`config.mk`:
```
export PLATFORM = sky130hd
export DESIGN_NAME = mgt_timer
export DESIGN_NICKNAME = d
export VERILOG_FILES = /design/src/mgt_pkg.sv /design/src/mgt_base_div.sv /design/src/mgt_timer.sv
export SDC_FILE = /design/constraint.sdc
export NUM_CORES = 1
export LEC_CHECK = 0
export BUFFER_PORTS_ARGS = -buffer_cell sky130_fd_sc_hd__buf_2
export CAP_MARGIN = 20
export CORE_ASPECT_RATIO = 0.6
export CORE_MARGIN = 2
export CORE_UTILIZATION = 60
export DETAILED_ROUTE_END_ITERATION = 10
export HOLD_SLACK_MARGIN = 0.15
export PLACE_DENSITY = 0.84
export SYNTH_ARGS = -nofsm -noshare
export SYNTH_HDL_FRONTEND = slang
export SYNTH_HIERARCHICAL = 1
export SYNTH_SLANG_ARGS = --single-unit
```
`constraint.sdc`:
```
create_clock -name core_clk_i -period 6.1 [get_ports core_clk_i]
set_input_delay 0.61 -clock core_clk_i [delete_from_list [all_inputs] [get_ports core_clk_i]]
set_output_delay 0.61 -clock core_clk_i [all_outputs]
set_load 0.005 [all_outputs]
```
`src/mgt_pkg.sv`:
```
// Purpose: Constants for the modulo/gate timer counter
// Assumes: 100 MHz core clock, 4-bit register port with 16-bit transfer buffer
// Notes: Operation list follows
// Operation
// - Count selected base clock in 8-bit up-counter, compare against preloaded value.
// - Clock select 00=100kHz, 01=10kHz, 10=2kHz, 11=1kHz.
// - Control register at 2BH: select bits 1:0, clear bit 2, run bit 3.
// - Writing 1 to clear resets counter; clear bit reads 0.
// - Run bit gates base clock; gate mode also uses gate open state.
// - Counter advances only when running and, in gate mode, gate open.
// - Mode bit 0 selects modulo or external gate counting.
// - Mode bit 1 picks opening edge, bit 2 picks closing edge.
// - Gate mode raises interrupt on configured closing edge.
// - Modulo mode raises interrupt when counter equals compare value.
// - Gate mode compare match gives no interrupt.
// - Mode bit 3 flags counter overflow, which may interrupt.
// - Counter value readable through transfer buffer, not writable.
// - Compare register at 1AH via buffer, low two nibbles only.
// - Compare value all ones on power-on, watchdog, clock stop; kept on CE.
// - Control register zero on power-on, watchdog, clock stop; kept on CE.
// - Gate mode accumulates base clocks between open and close edges.
package mgt_pkg;
  localparam logic [7:0] MGT_ADDR_CMP = 8'h1A;
  localparam logic [7:0] MGT_ADDR_CTL = 8'h2B;
  localparam logic [7:0] MGT_ADDR_MODE = 8'h2C;
  localparam logic [7:0] MGT_ADDR_CNT = 8'h2D;
  localparam int MGT_CTL_SEL_LO = 0;
  localparam int MGT_CTL_CLR = 2;
  localparam int MGT_CTL_RUN = 3;
  localparam int MGT_MODE_GATE = 0;
  localparam int MGT_MODE_OPEN = 1;
  localparam int MGT_MODE_CLOSE = 2;
  localparam int MGT_MODE_OVF = 3;
  localparam logic [7:0] MGT_CMP_RST = 8'hFF;
  localparam logic [3:0] MGT_CTL_RST = 4'h0;
  localparam logic [3:0] MGT_MODE_RST = 4'h0;
  localparam int MGT_CLK_HZ = 100_000_000;
  localparam int MGT_BASE0_HZ = 100_000;
  localparam int MGT_BASE1_HZ = 10_000;
  localparam int MGT_BASE2_HZ = 2_000;
  localparam int MGT_BASE3_HZ = 1_000;
  localparam int MGT_DIV0 = MGT_CLK_HZ / MGT_BASE0_HZ;
  localparam int MGT_DIV1 = MGT_CLK_HZ / MGT_BASE1_HZ;
  localparam int MGT_DIV2 = MGT_CLK_HZ / MGT_BASE2_HZ;
  localparam int MGT_DIV3 = MGT_CLK_HZ / MGT_BASE3_HZ;
endpackage : mgt_pkg

```
`src/mgt_base_div.sv`:
```
// Purpose: Base clock enable generator
// Assumes: Single clock, synchronous reset
// Notes: One-cycle pulse per selected base period
`timescale 1ns/1ps
`default_nettype none
module mgt_base_div
  import mgt_pkg::*;
#(
  parameter int DIV0 = MGT_DIV0,
  parameter int DIV1 = MGT_DIV1,
  parameter int DIV2 = MGT_DIV2,
  parameter int DIV3 = MGT_DIV3
) (
  input wire logic core_clk_i,
  input wire logic rst_i,
  input wire logic [1:0] sel_i,
  output logic tick_o
);
  typedef struct packed {
    logic [19:0] cnt;
  } mgt_div_st_t;
  mgt_div_st_t s_q, s_d;
  logic [19:0] lim;

  always_comb begin
    case (sel_i)
      2'h0: lim = 20'(DIV0 - 1);
      2'h1: lim = 20'(DIV1 - 1);
      2'h2: lim = 20'(DIV2 - 1);
      default: lim = 20'(DIV3 - 1);
    endcase
  end

  always_comb begin
    s_d = s_q;
    if (s_q.cnt >= lim) begin
      s_d.cnt = 20'h0;
    end else begin
      s_d.cnt = s_q.cnt + 20'h1;
    end
  end

  assign tick_o = (s_q.cnt >= lim);

  always_ff @(posedge core_clk_i) begin
    if (rst_i) begin
      s_q <= '0;
    end else begin
      s_q <= s_d;
    end
  end
endmodule : mgt_base_div
`default_nettype wire

```
`src/mgt_timer.sv`:
```
// Purpose: 8-bit modulo / external gate timer counter
// Assumes: Gate pin synchronous to core clock; register port of nibble width
// Notes: Counter and compare move through a 16-bit transfer buffer
`timescale 1ns/1ps
`default_nettype none
module mgt_timer
  import mgt_pkg::*;
#(
  parameter int DIV0 = MGT_DIV0,
  parameter int DIV1 = MGT_DIV1,
  parameter int DIV2 = MGT_DIV2,
  parameter int DIV3 = MGT_DIV3
) (
  input wire logic core_clk_i,
  input wire logic rst_i,
  input wire logic watchdog_stack_reset_i,
  input wire logic clock_stop_i,
  input wire logic ce_reset_i,
  input wire logic gate_input_pin_i,
  input wire logic [7:0] reg_addr_i,
  input wire logic reg_wr_i,
  input wire logic [3:0] reg_wdata_i,
  output logic [3:0] reg_rdata_o,
  input wire logic buf_put_i,
  input wire logic buf_get_i,
  input wire logic [15:0] transfer_buffer_i,
  output logic [15:0] transfer_buffer_o,
  output logic irq_o
);
  typedef struct packed {
    logic [7:0] cmp;
    logic [1:0] sel;
    logic run;
    logic gate;
    logic open_edge;
    logic close_edge;
    logic ovf;
    logic [7:0] cnt;
    logic gate_open;
    logic gate_prev;
    logic [15:0] buf_out;
    logic [3:0] rdata;
    logic irq;
  } mgt_st_t;

  mgt_st_t s_q, s_d;
  logic tick;
  logic hard_rst;
  logic rise, fall, open_hit, close_hit, advance, clr_wr;
  logic ovf_set;

  mgt_base_div #(
    .DIV0(DIV0),
    .DIV1(DIV1),
    .DIV2(DIV2),
    .DIV3(DIV3)
  ) u_div (
    .core_clk_i(core_clk_i),
    .rst_i(rst_i),
    .sel_i(s_q.sel),
    .tick_o(tick)
  );

  // Edge of chosen polarity
  function automatic logic edge_hit(input logic want_rise, input logic r, input logic f);
    edge_hit = want_rise ? r : f;
  endfunction : edge_hit

  assign hard_rst = watchdog_stack_reset_i | clock_stop_i;
  assign rise = gate_input_pin_i & ~s_q.gate_prev;
  assign fall = ~gate_input_pin_i & s_q.gate_prev;
  assign open_hit = edge_hit(s_q.open_edge, rise, fall);
  assign close_hit = edge_hit(s_q.close_edge, rise, fall);
  assign advance = tick & s_q.run & (~s_q.gate | s_q.gate_open);
  assign clr_wr = reg_wr_i && reg_addr_i == MGT_ADDR_CTL && reg_wdata_i[MGT_CTL_CLR];
  assign ovf_set = advance && s_q.cnt == 8'hFF && (s_q.gate || s_q.cnt != s_q.cmp);

  always_comb begin
    s_d = s_q;
    s_d.irq = 1'b0;
    s_d.gate_prev = gate_input_pin_i;
    if (s_q.gate) begin
      if (s_q.gate_open && close_hit) begin
        s_d.gate_open = 1'b0;
        s_d.irq = 1'b1;
      end else if (!s_q.gate_open && open_hit) begin
        s_d.gate_open = 1'b1;
      end
    end else begin
      s_d.gate_open = 1'b0;
    end
    if (advance) begin
      if (!s_q.gate && s_q.cnt == s_q.cmp) begin
        s_d.cnt = 8'h0;
      end else begin
        s_d.cnt = s_q.cnt + 8'h1;
        if (s_q.cnt == 8'hFF) begin
          s_d.ovf = 1'b1;
          s_d.irq = 1'b1;
        end
      end
      if (!s_q.gate && s_q.cnt != s_q.cmp && s_q.cnt + 8'h1 == s_q.cmp) begin
        s_d.irq = 1'b1;
      end
    end
    if (reg_wr_i) begin
      case (reg_addr_i)
        MGT_ADDR_CTL: begin
          s_d.sel = reg_wdata_i[MGT_CTL_SEL_LO +: 2];
          s_d.run = reg_wdata_i[MGT_CTL_RUN];
        end
        MGT_ADDR_MODE: begin
          s_d.gate = reg_wdata_i[MGT_MODE_GATE];
          s_d.open_edge = reg_wdata_i[MGT_MODE_OPEN];
          s_d.close_edge = reg_wdata_i[MGT_MODE_CLOSE];
          if (!reg_wdata_i[MGT_MODE_OVF] && !ovf_set) begin
            s_d.ovf = 1'b0;
          end
        end
        default: begin
        end
      endcase
    end
    if (clr_wr) begin
      s_d.cnt = 8'h0;
    end
    // compare through buffer, low byte only
    if (buf_put_i && reg_addr_i == MGT_ADDR_CMP) begin
      s_d.cmp = transfer_buffer_i[7:0];
    end
    if (buf_get_i) begin
      case (reg_addr_i)
        MGT_ADDR_CMP: s_d.buf_out = {8'h00, s_q.cmp};
        MGT_ADDR_CNT: s_d.buf_out = {8'h00, s_q.cnt};
        default: s_d.buf_out = 16'h0000;
      endcase
    end
    case (reg_addr_i)
      MGT_ADDR_CTL: s_d.rdata = {s_q.run, 1'b0, s_q.sel};
      MGT_ADDR_MODE: s_d.rdata = {s_q.ovf, s_q.close_edge, s_q.open_edge, s_q.gate};
      default: s_d.rdata = 4'h0;
    endcase
  end

  assign reg_rdata_o = s_q.rdata;
  assign transfer_buffer_o = s_q.buf_out;
  assign irq_o = s_q.irq;

  always_ff @(posedge core_clk_i) begin
    if (rst_i || hard_rst) begin
      s_q.cmp <= MGT_CMP_RST;
      {s_q.run, s_q.sel} <= 3'(MGT_CTL_RST);
      {s_q.ovf, s_q.close_edge, s_q.open_edge, s_q.gate} <= MGT_MODE_RST;
      s_q.cnt <= 8'h00;
      s_q.gate_open <= 1'b0;
      s_q.gate_prev <= 1'b0;
      s_q.buf_out <= 16'h0000;
      s_q.rdata <= 4'h0;
      s_q.irq <= 1'b0;
    end else if (ce_reset_i) begin
      // CE reset keeps compare and control
      s_q.irq <= 1'b0;
      s_q.gate_prev <= gate_input_pin_i;
    end else begin
      s_q <= s_d;
    end
  end

  property p_clear_zero;
    @(posedge core_clk_i) disable iff (rst_i || hard_rst || ce_reset_i)
      clr_wr |=> s_q.cnt == 8'h00;
  endproperty
  a_clear_zero: assert property (p_clear_zero) else $error("counter not cleared");

  property p_hold_stopped;
    @(posedge core_clk_i) disable iff (rst_i || hard_rst || ce_reset_i)
      (!s_q.run && !clr_wr) |=> s_q.cnt == $past(s_q.cnt);
  endproperty
  a_hold_stopped: assert property (p_hold_stopped) else $error("counter moved while stopped");

  // no match irq in gate mode without close or wrap
  property p_gate_no_match;
    @(posedge core_clk_i) disable iff (rst_i || hard_rst || ce_reset_i)
      (s_q.gate && !close_hit && !(advance && s_q.cnt == 8'hFF)) |=> !irq_o;
  endproperty
  a_gate_no_match: assert property (p_gate_no_match) else $error("gate mode spurious irq");

  property p_close_irq;
    @(posedge core_clk_i) disable iff (rst_i || hard_rst || ce_reset_i)
      (s_q.gate && s_q.gate_open && close_hit) |=> irq_o && !s_q.gate_open;
  endproperty
  a_close_irq: assert property (p_close_irq) else $error("close edge missed");

  property p_modulo_wrap;
    @(posedge core_clk_i) disable iff (rst_i || hard_rst || ce_reset_i)
      (advance && !s_q.gate && s_q.cnt == s_q.cmp) |=> s_q.cnt == 8'h00;
  endproperty
  a_modulo_wrap: assert property (p_modulo_wrap) else $error("modulo restart missed");

  property p_wrap_ovf;
    @(posedge core_clk_i) disable iff (rst_i || hard_rst || ce_reset_i)
      (advance && s_q.cnt == 8'hFF && !(s_q.cmp == 8'hFF && !s_q.gate)) |=> s_q.ovf && irq_o;
  endproperty
  a_wrap_ovf: assert property (p_wrap_ovf) else $error("overflow flag not set");

  property p_cmp_reset;
    @(posedge core_clk_i) hard_rst |=> s_q.cmp == MGT_CMP_RST && s_q.run == 1'b0;
  endproperty
  a_cmp_reset: assert property (p_cmp_reset) else $error("compare not reset");

  property p_ce_keep;
    @(posedge core_clk_i) disable iff (rst_i || hard_rst)
      ce_reset_i |=> s_q.sel == $past(s_q.sel) && s_q.cmp == $past(s_q.cmp);
  endproperty
  a_ce_keep: assert property (p_ce_keep) else $error("CE reset changed state");

  property p_match_irq;
    @(posedge core_clk_i) disable iff (rst_i || hard_rst || ce_reset_i)
      (advance && !s_q.gate && s_q.cnt != s_q.cmp && s_q.cnt + 8'h1 == s_q.cmp) |=> irq_o;
  endproperty
  a_match_irq: assert property (p_match_irq) else $error("match irq missed");

  property p_ovf_sticky;
    @(posedge core_clk_i) disable iff (rst_i || hard_rst || ce_reset_i)
      (s_q.ovf && !(reg_wr_i && reg_addr_i == MGT_ADDR_MODE && !reg_wdata_i[MGT_MODE_OVF])) |=> s_q.ovf;
  endproperty
  a_ovf_sticky: assert property (p_ovf_sticky) else $error("overflow flag lost");

  property p_stop_quiet;
    @(posedge core_clk_i) disable iff (rst_i || hard_rst || ce_reset_i)
      (!s_q.run && !(s_q.gate && s_q.gate_open && close_hit)) |=> !irq_o;
  endproperty
  a_stop_quiet: assert property (p_stop_quiet) else $error("irq while stopped");

  property p_gate_hold;
    @(posedge core_clk_i) disable iff (rst_i || hard_rst || ce_reset_i)
      (s_q.gate && !s_q.gate_open && !clr_wr) |=> s_q.cnt == $past(s_q.cnt);
  endproperty
  a_gate_hold: assert property (p_gate_hold) else $error("count moved with gate closed");

  property p_count_step;
    @(posedge core_clk_i) disable iff (rst_i || hard_rst || ce_reset_i)
      (advance && !clr_wr && (s_q.gate || s_q.cnt != s_q.cmp)) |=> s_q.cnt == $past(s_q.cnt) + 8'h1;
  endproperty
  a_count_step: assert property (p_count_step) else $error("count step wrong");

  property p_gate_open;
    @(posedge core_clk_i) disable iff (rst_i || hard_rst || ce_reset_i)
      (s_q.gate && !s_q.gate_open && open_hit) |=> s_q.gate_open;
  endproperty
  a_gate_open: assert property (p_gate_open) else $error("gate did not open");

  property p_cmp_load;
    @(posedge core_clk_i) disable iff (rst_i || hard_rst || ce_reset_i)
      (buf_put_i && reg_addr_i == MGT_ADDR_CMP) |=> s_q.cmp == $past(transfer_buffer_i[7:0]);
  endproperty
  a_cmp_load: assert property (p_cmp_load) else $error("compare load wrong");

  property p_cnt_read;
    @(posedge core_clk_i) disable iff (rst_i || hard_rst || ce_reset_i)
      (buf_get_i && reg_addr_i == MGT_ADDR_CNT) |=> transfer_buffer_o == {8'h00, $past(s_q.cnt)};
  endproperty
  a_cnt_read: assert property (p_cnt_read) else $error("count read wrong");

  property p_ctl_write;
    @(posedge core_clk_i) disable iff (rst_i || hard_rst || ce_reset_i)
      (reg_wr_i && reg_addr_i == MGT_ADDR_CTL) |=> s_q.run == $past(reg_wdata_i[MGT_CTL_RUN]) &&
        s_q.sel == $past(reg_wdata_i[MGT_CTL_SEL_LO +: 2]);
  endproperty
  a_ctl_write: assert property (p_ctl_write) else $error("control write lost");
endmodule : mgt_timer
`default_nettype wire

```
==> results of run 1 <==
==> final cells by class <==
cell class	instances	area (sq um)	share of cell area [%]
clock inverters	4	72.57	1.953
clock buffers	12	165.2	4.444
repair buffers	43	220.2	5.926
multi-input cells	278	1962	52.79
inverters	13	48.80	1.313
flip-flops and latches	58	1161	31.25
well taps	69	86.33	2.323
==> metal layers <==
| layer | global-route usage [%] | vias up | part of all wire (%) |
|---|---|---|---|
| li1 | - | 1392 | - |
| met1 | 40.14 | 1354 | 48 |
| met2 | 38.92 | 181 | 41 |
| met3 | 8.559 | 18 | 10 |
| met4 | 10.81 | 0 | 1.8 |
| met5 | 0 | - | 0 |
==> cell usage after synthesis (all sizes together) (3+ instances only) <==
cell,n
dfxtp,58
nor2,30
nand2,28
buf,25
nor3,24
xnor2,20
nand3,18
ha,17
mux2i,15
clkbuf,13
inv,12
a211oi,11
a21oi,11
a22oi,9
nand4,9
nor4,8
xor2,7
nor2b,5
o21ai,5
or3,5
and3,4
nor3b,4
or4,4
a221oi,3
a31oi,3
o221ai,3
==> critical path: stages, from the launching register on <==
cell	delay, ns
dfxtp_1	0.46
inv_1	0.13
ha_1	0.31
ha_1	0.32
nand4_1	0.08
o221ai_1	0.22
and3_1	0.81
or4_1	0.26
nand2_1	0.12
nor4_4	0.50
and3_1	0.25
o2111ai_1	0.10
o221ai_1	0.22
==> state kept, by name, indices dropped and copies added, names as in the netlist <==
name	cells
reg_rdata_o	4
u_div/s_q	20
s_q	25
irq_o	1
transfer_buffer_o	8
==> kinds of logic (layout without fill, tap and decap cells) <==
family          count (synthesis)  in the layout  synth area share [%]
other cells                     2             10                0.2217
mux                            15             15                 4.433
buf+inv                        51             72                 8.681
simple gates                  153            153                 27.60
xor+xnor                       27             27                 6.982
flops                          58             58                 34.28
compound gates                 56             56                 11.53
fa+ha+maj                      17             17                 6.280
==> stage by stage <==
stage / area, sq um / instances / setup slack (ns)
4_1_cts: 3716 / 477 / 2.308
3_3_place_gp: 3478 / 461 / 2.424
5_1_grt: 3716 / 477 / 1.975
3_5_place_dp: 3478 / 461 / 2.334
2_1_floorplan: 3417 / 387 / 3.147
6_report: 3716 / 477 / 2.235
==> worst paths after layout <==
path | endpoint | from | cells past startpoint | slack [ns]
worst max-delay path | irq_o | s_q[36] | 12 | 2.23
worst min-delay path | reg_rdata_o[2] | reg_rdata_o[2] | 2 | 0.47
worst max register to register | irq_o | s_q[36] | 12 | 2.23
worst min register to register | reg_rdata_o[2] | reg_rdata_o[2] | 2 | 0.47
==> where the power goes <==
| part | internal [mW] | leakage (nW) | switching, mW |
|---|---|---|---|
| Combinational | 0.0135 | 0.807 | 0.0220 |
| Sequential | 0.381 | 0.469 | 0.00159 |
| Clock | 0.263 | 0.119 | 0.159 |
| Total | 0.657 | 1.39 | 0.183 |
==> run_results.csv, run 1 <==
group,metric,value,unit
run_status,outcome,"completed",
die,start_util,61.38,%
synthesis,ys_top_cells_by_area,"dfxtp_1 34%, ha_1 6.3%, xnor2_1 5.2%",
clocking,ctsResizeCount,0,
route,vias,2945,
synthesis,yosys_warnings,6,
synthesis,synth.distinct_cells,59,
power_and_ir_drop,power,0.8398,mW
synthesis,yosysTopAreaCell,"dfxtp_1",
die,io_pins,58,
setup_path,end_kind,"register",
timing,worst_pin_slew,1.085,ns
die,die-width,101.0,um
route,dr.pass1.iters,5,
route,drtIter0Drc,328,
clocking,htreeDepth,3,
setup_path,cp.arrival,4.12,ns
job,maxCapViolations,0,
timing,period_needed,3.865,ns
clocking,cts_setup_buffers,0,
setup_path,startpoint_type,"register",
synthesis,ys.flop_type,"dfxtp_1",
setup_path,critPathMaxFanout,17,
clocking,clock_latency,0.34,ns
clocking,numCtsBuffers,9,
layout,drive_gt1_share,18.63,%
clocking,clockBufferDepth,2,
global_route,grt_pass1_wl,13590,um
timing,rsz0062_at_grt,"false",
placed_design,hpwl,5611,um
die,die_area,0.006282,sq mm
timing,max_freq,0.2587,GHz
global_route,groute.usage.overall,27.91,%
timing,finalHoldViolations,0,
synthesis,async_flop_share,0,%
clocking,cts_tree,"done",
clocking,path_clk_slew,0.07,ns
synthesis,synth_edf_count,0,
setup_path,required,6.35,ns
timing,fin_hold_ws,0.4691,ns
power_and_ir_drop,powerDensity,226.0,mW/mm^2
layout,final_common_cell,"dfxtp_1",
power_and_ir_drop,p_leak,1.395,nW
placed_design,routabilityCongestion,0.9649,
global_route,antenna_found_initial,0,
global_route,first_global_vias,2761,
layout,fillCellCount,447,
route,ant_nets,0,
timing,slew_headroom,27.50,%
layout,syn2layout_area_growth,9.715,%
route,wl_per_cell,17.39,um
route,drt-total-wl,8294,um
synthesis,ys_seq_area_share,34.28,%
placed_design,io_buffer_count,41,
synthesis,synth_top_area_share,34.28,%
synthesis,synthCells,379,
setup_path,worstSetupPathType,"register to register",
die,core.rowCount,21,
synthesis,ys_seq_elements,58,
timing,setup_tns,0,ns
layout,num-nets-final,457,
clocking,ctsRootBufferMaster,"clkbuf_8",
timing,clock_skew,0.008695,ns
route,viasPerCell,6.174,
timing,finalSetupViolCount,0,
timing,fin_crit_sh,63.37,%
synthesis,syn_avg_cell_area,8.937,sq um
layout,mostFrequentLayoutCells,"58 x dfxtp_1, 41 x buf_2, 30 x nor2_1, 28 x nand2_1, 20 x xnor2_1",
global_route,grt_max_degree,25,
power_and_ir_drop,ir_drop,0.1072,mV
synthesis,syn_area,0.003387,sq mm
route,drcViolationCount,0,
hold_path,hp-class,"register to register",
clocking,clock-sinks,58,
layout,utilization,67.35,%
timing,slew_violations,0,
clocking,cts_hold_buf,0,
global_route,grt_overflow,0,
die,die-height,62.20,um
die,core_area,0.005518,sq mm
layout,diodes,0,
No activity file was read; power rests on OpenSTA's default activity.
==> run 2, diff against run 1 <==
--- a/config.mk
+++ b/config.mk
@@ -5,14 +5,15 @@
 export SDC_FILE = /design/constraint.sdc
 export NUM_CORES = 1
 export LEC_CHECK = 0
+export ABC_AREA = 1
 export BUFFER_PORTS_ARGS = -buffer_cell sky130_fd_sc_hd__buf_2
 export CAP_MARGIN = 20
 export CORE_ASPECT_RATIO = 0.6
 export CORE_MARGIN = 2
-export CORE_UTILIZATION = 60
+export CORE_UTILIZATION = 57
 export DETAILED_ROUTE_END_ITERATION = 10
 export HOLD_SLACK_MARGIN = 0.15
-export PLACE_DENSITY = 0.84
+export PLACE_DENSITY = 0.8
 export SYNTH_ARGS = -nofsm -noshare
 export SYNTH_HDL_FRONTEND = slang
 export SYNTH_HIERARCHICAL = 1
==> constraint.sdc (replaced) <==
create_clock -name core_clk_i -period 4 [get_ports core_clk_i]
set_input_delay 0.4 -clock core_clk_i [delete_from_list [all_inputs] [get_ports core_clk_i]]
set_output_delay 0.4 -clock core_clk_i [all_outputs]
set_load 0.005 [all_outputs]
==> run_results.csv, run 2 <==
group,metric,value,unit
layout,syn2layout_area_growth,9.862,%
timing,fin_hold_ws,0.2670,ns
layout,drive_gt1_share,15.36,%
global_route,first_global_vias,2915,
synthesis,ys.flop_type,"dfxtp_1",
layout,largest_reg_flops,25,
synthesis,ys_seq_area_share,32.00,%
route,drtIter0Drc,373,
global_route,grt_max_degree,22,
power_and_ir_drop,powerDensity,301.0,mW/mm^2
clocking,ctsResizeCount,0,
layout,fillCellCount,537,
synthesis,yosys_warnings,6,
global_route,grt_overflow,0,
die,die-height,65.80,um
synthesis,ys_top_cells_by_area,"dfxtp_1 32%, nand2_1 13%, nor2_1 8.2%",
setup_path,worstSetupPathType,"register to register",
timing,slew_headroom,49.54,%
timing,fin_crit_sh,75.38,%
setup_path,cp_cell_sequence,"inv_1, ha_1, ha_1, nand2_1, inv_1, nand2_1, nand2_1, nand2_1, nand2_1, nand2_1, nand2_1, nand2_1, a21oi_2, inv_1, o21ai_4, nand4_4, nor2_1, nor2_1, nor2_1",
power_and_ir_drop,p_leak,1.848,nW
placed_design,routabilityCongestion,0.8883,
setup_path,cpPeakStageDelay,0.41,ns
power_and_ir_drop,power,1.200,mW
timing,period_needed,3.015,ns
global_route,grt_pass1_wl,14030,um
synthesis,synth.distinct_cells,38,
layout,diodes,0,
clocking,clock_latency,0.35,ns
setup_path,required,4.27,ns
route,wl_per_cell,13.36,um
timing,finalHoldViolations,0,
route,ant_nets,0,
clocking,clockBufferDepth,2,
setup_path,reg2regPathDepth,19,
hold_path,hp-class,"input pin to register",
setup_path,path_common_cell,"nand2_1",
timing,rsz0062_at_grt,"false",
route,viasPerCell,5.213,
timing,worst_pin_slew,0.7541,ns
setup_path,crit_slowest_cell,"dfxtp_1",
timing,clock_skew,0.008670,ns
route,drt-total-wl,8775,um
layout,final_area,0.003986,sq mm
setup_path,regToRegStartpoint,"s_q[36]",
route,drcViolationCount,0,
placed_design,placed_area,0.003784,sq mm
setup_path,crit_path_end,"s_q[30]",
clocking,ctsRootBufferMaster,"clkbuf_8",
synthesis,yosysMostFrequentCell,"nand2_1",
synthesis,synth_top_area_share,32.00,%
hold_path,worstHoldPathCells,3,
die,start_util,59.11,%
die,core_area,0.006138,sq mm
placed_design,hpwl,6749,um
placed_design,io_buffer_count,41,
global_route,antenna_found_initial,0,
job,maxCapViolations,0,
layout,mostFrequentLayoutCells,"126 x nand2_1, 79 x nor2_1, 77 x inv_1, 58 x dfxtp_1, 41 x buf_2",
synthesis,synthCells,534,
clocking,htreeDepth,3,
die,die-width,107,um
setup_path,r2r_setup_slack,0.98,ns
die,core.rowCount,22,
route,vias,3425,
setup_path,end_kind,"register",
layout,final_common_cell,"nand2_1",
die,die_area,0.007041,sq mm
run_status,outcome,"completed",
global_route,groute.usage.overall,26.43,%
timing,slew_violations,0,
timing,max_freq,0.3317,GHz
clocking,path_clk_slew,0.07,ns
synthesis,synthTopCellsByCount,"126 x nand2_1, 79 x nor2_1, 77 x inv_1",
synthesis,syn_area,0.003628,sq mm
synthesis,ys_seq_elements,58,
synthesis,async_flop_share,0,%
layout,num-nets-final,622,
setup_path,r2r-end,"s_q[30]",
power_and_ir_drop,ir_drop,0.1841,mV
clocking,clock-sinks,58,
setup_path,cp.arrival,3.29,ns
setup_path,startpoint,"s_q[36]",
clocking,cts_setup_buffers,0,
layout,regMostFlops,"s_q",
clocking,cts_tree,"done",
synthesis,syn_avg_cell_area,6.795,sq um
clocking,cts_hold_buf,0,
clocking,numCtsBuffers,9,
route,dr.pass1.iters,5,
timing,setup_tns,0,ns
die,io_pins,58,
setup_path,startpoint_type,"register",
synthesis,yosysTopAreaCell,"dfxtp_1",
timing,finalSetupViolCount,0,
setup_path,critPathMaxFanout,9,
synthesis,synth_edf_count,0,
[run 2: report_power, final]
group | total, mW | switching (mW) | internal, mW
Clock | 0.559 | 0.254 | 0.305
Sequential | 0.583 | 0.00202 | 0.581
Combinational | 0.0576 | 0.0362 | 0.0215
[run 2: layer usage]
metal	vias to the layer above	GRT usage, %	part of all wire (%)
li1	1717	-	-
met5	-	0	0
met4	0	9.416	1.2
met3	9	8.079	12
met1	1496	39.91	50
met2	203	34.63	36
[run 2: kinds of logic after synthesis]
family,share of synthesized area (%)
AO/OA/AOI/OAI,11.38
XOR/XNOR,4.103
adder cells (fa/ha/maj),5.862
buffers and inverters,13.62
flip-flops,32.00
other,0.2070
AND/OR/NAND/NOR,32.83
[run 2: final cells by class]
cell class / instances / area, sq um / area share, %
multi-input combinational: 378 / 2008 / 50.38
sequential: 58 / 1161 / 29.13
inverter: 79 / 296.5 / 7.439
timing repair buffer: 42 / 212.7 / 5.336
clock buffer: 10 / 137.6 / 3.453
tap: 84 / 105.1 / 2.637
clock inverter: 6 / 65.06 / 1.632
[run 2: how the worst min path moves through the flow]
stage	from	endpoint	slack, ns
6_report	transfer_buffer_i[2]	s_q[40]	0.27
5_1_grt	transfer_buffer_i[6]	s_q[44]	0.27
2_1_floorplan	u_div/s_q[0]	u_div/s_q[0]	0.43
3_3_place_gp	u_div/s_q[0]	u_div/s_q[0]	0.44
3_5_place_dp	u_div/s_q[0]	u_div/s_q[0]	0.46
4_1_cts	transfer_buffer_i[7]	s_q[45]	0.25
[run 2: through the flow]
| step | worst slack (ns) | util [%] | cells |
|---|---|---|---|
| final | 0.9849 | 64.94 | 657 |
| after global routing | 0.7115 | 64.94 | 657 |
| after CTS | 1.028 | 64.94 | 657 |
| after detailed placement | 1.078 | 61.64 | 641 |
| after global placement | 1.128 | 61.64 | 641 |
| after floorplan | 1.515 | - | 542 |
[run 2: worst max-delay path: cells and delay by family, from the launching register on]
family,cells,cell delay (ns)
AND/OR/NAND/NOR,12,1.08
adder cells (fa/ha/maj),2,0.61
AO/OA/AOI/OAI,2,0.54
flip-flops,1,0.41
buffers and inverters,3,0.30
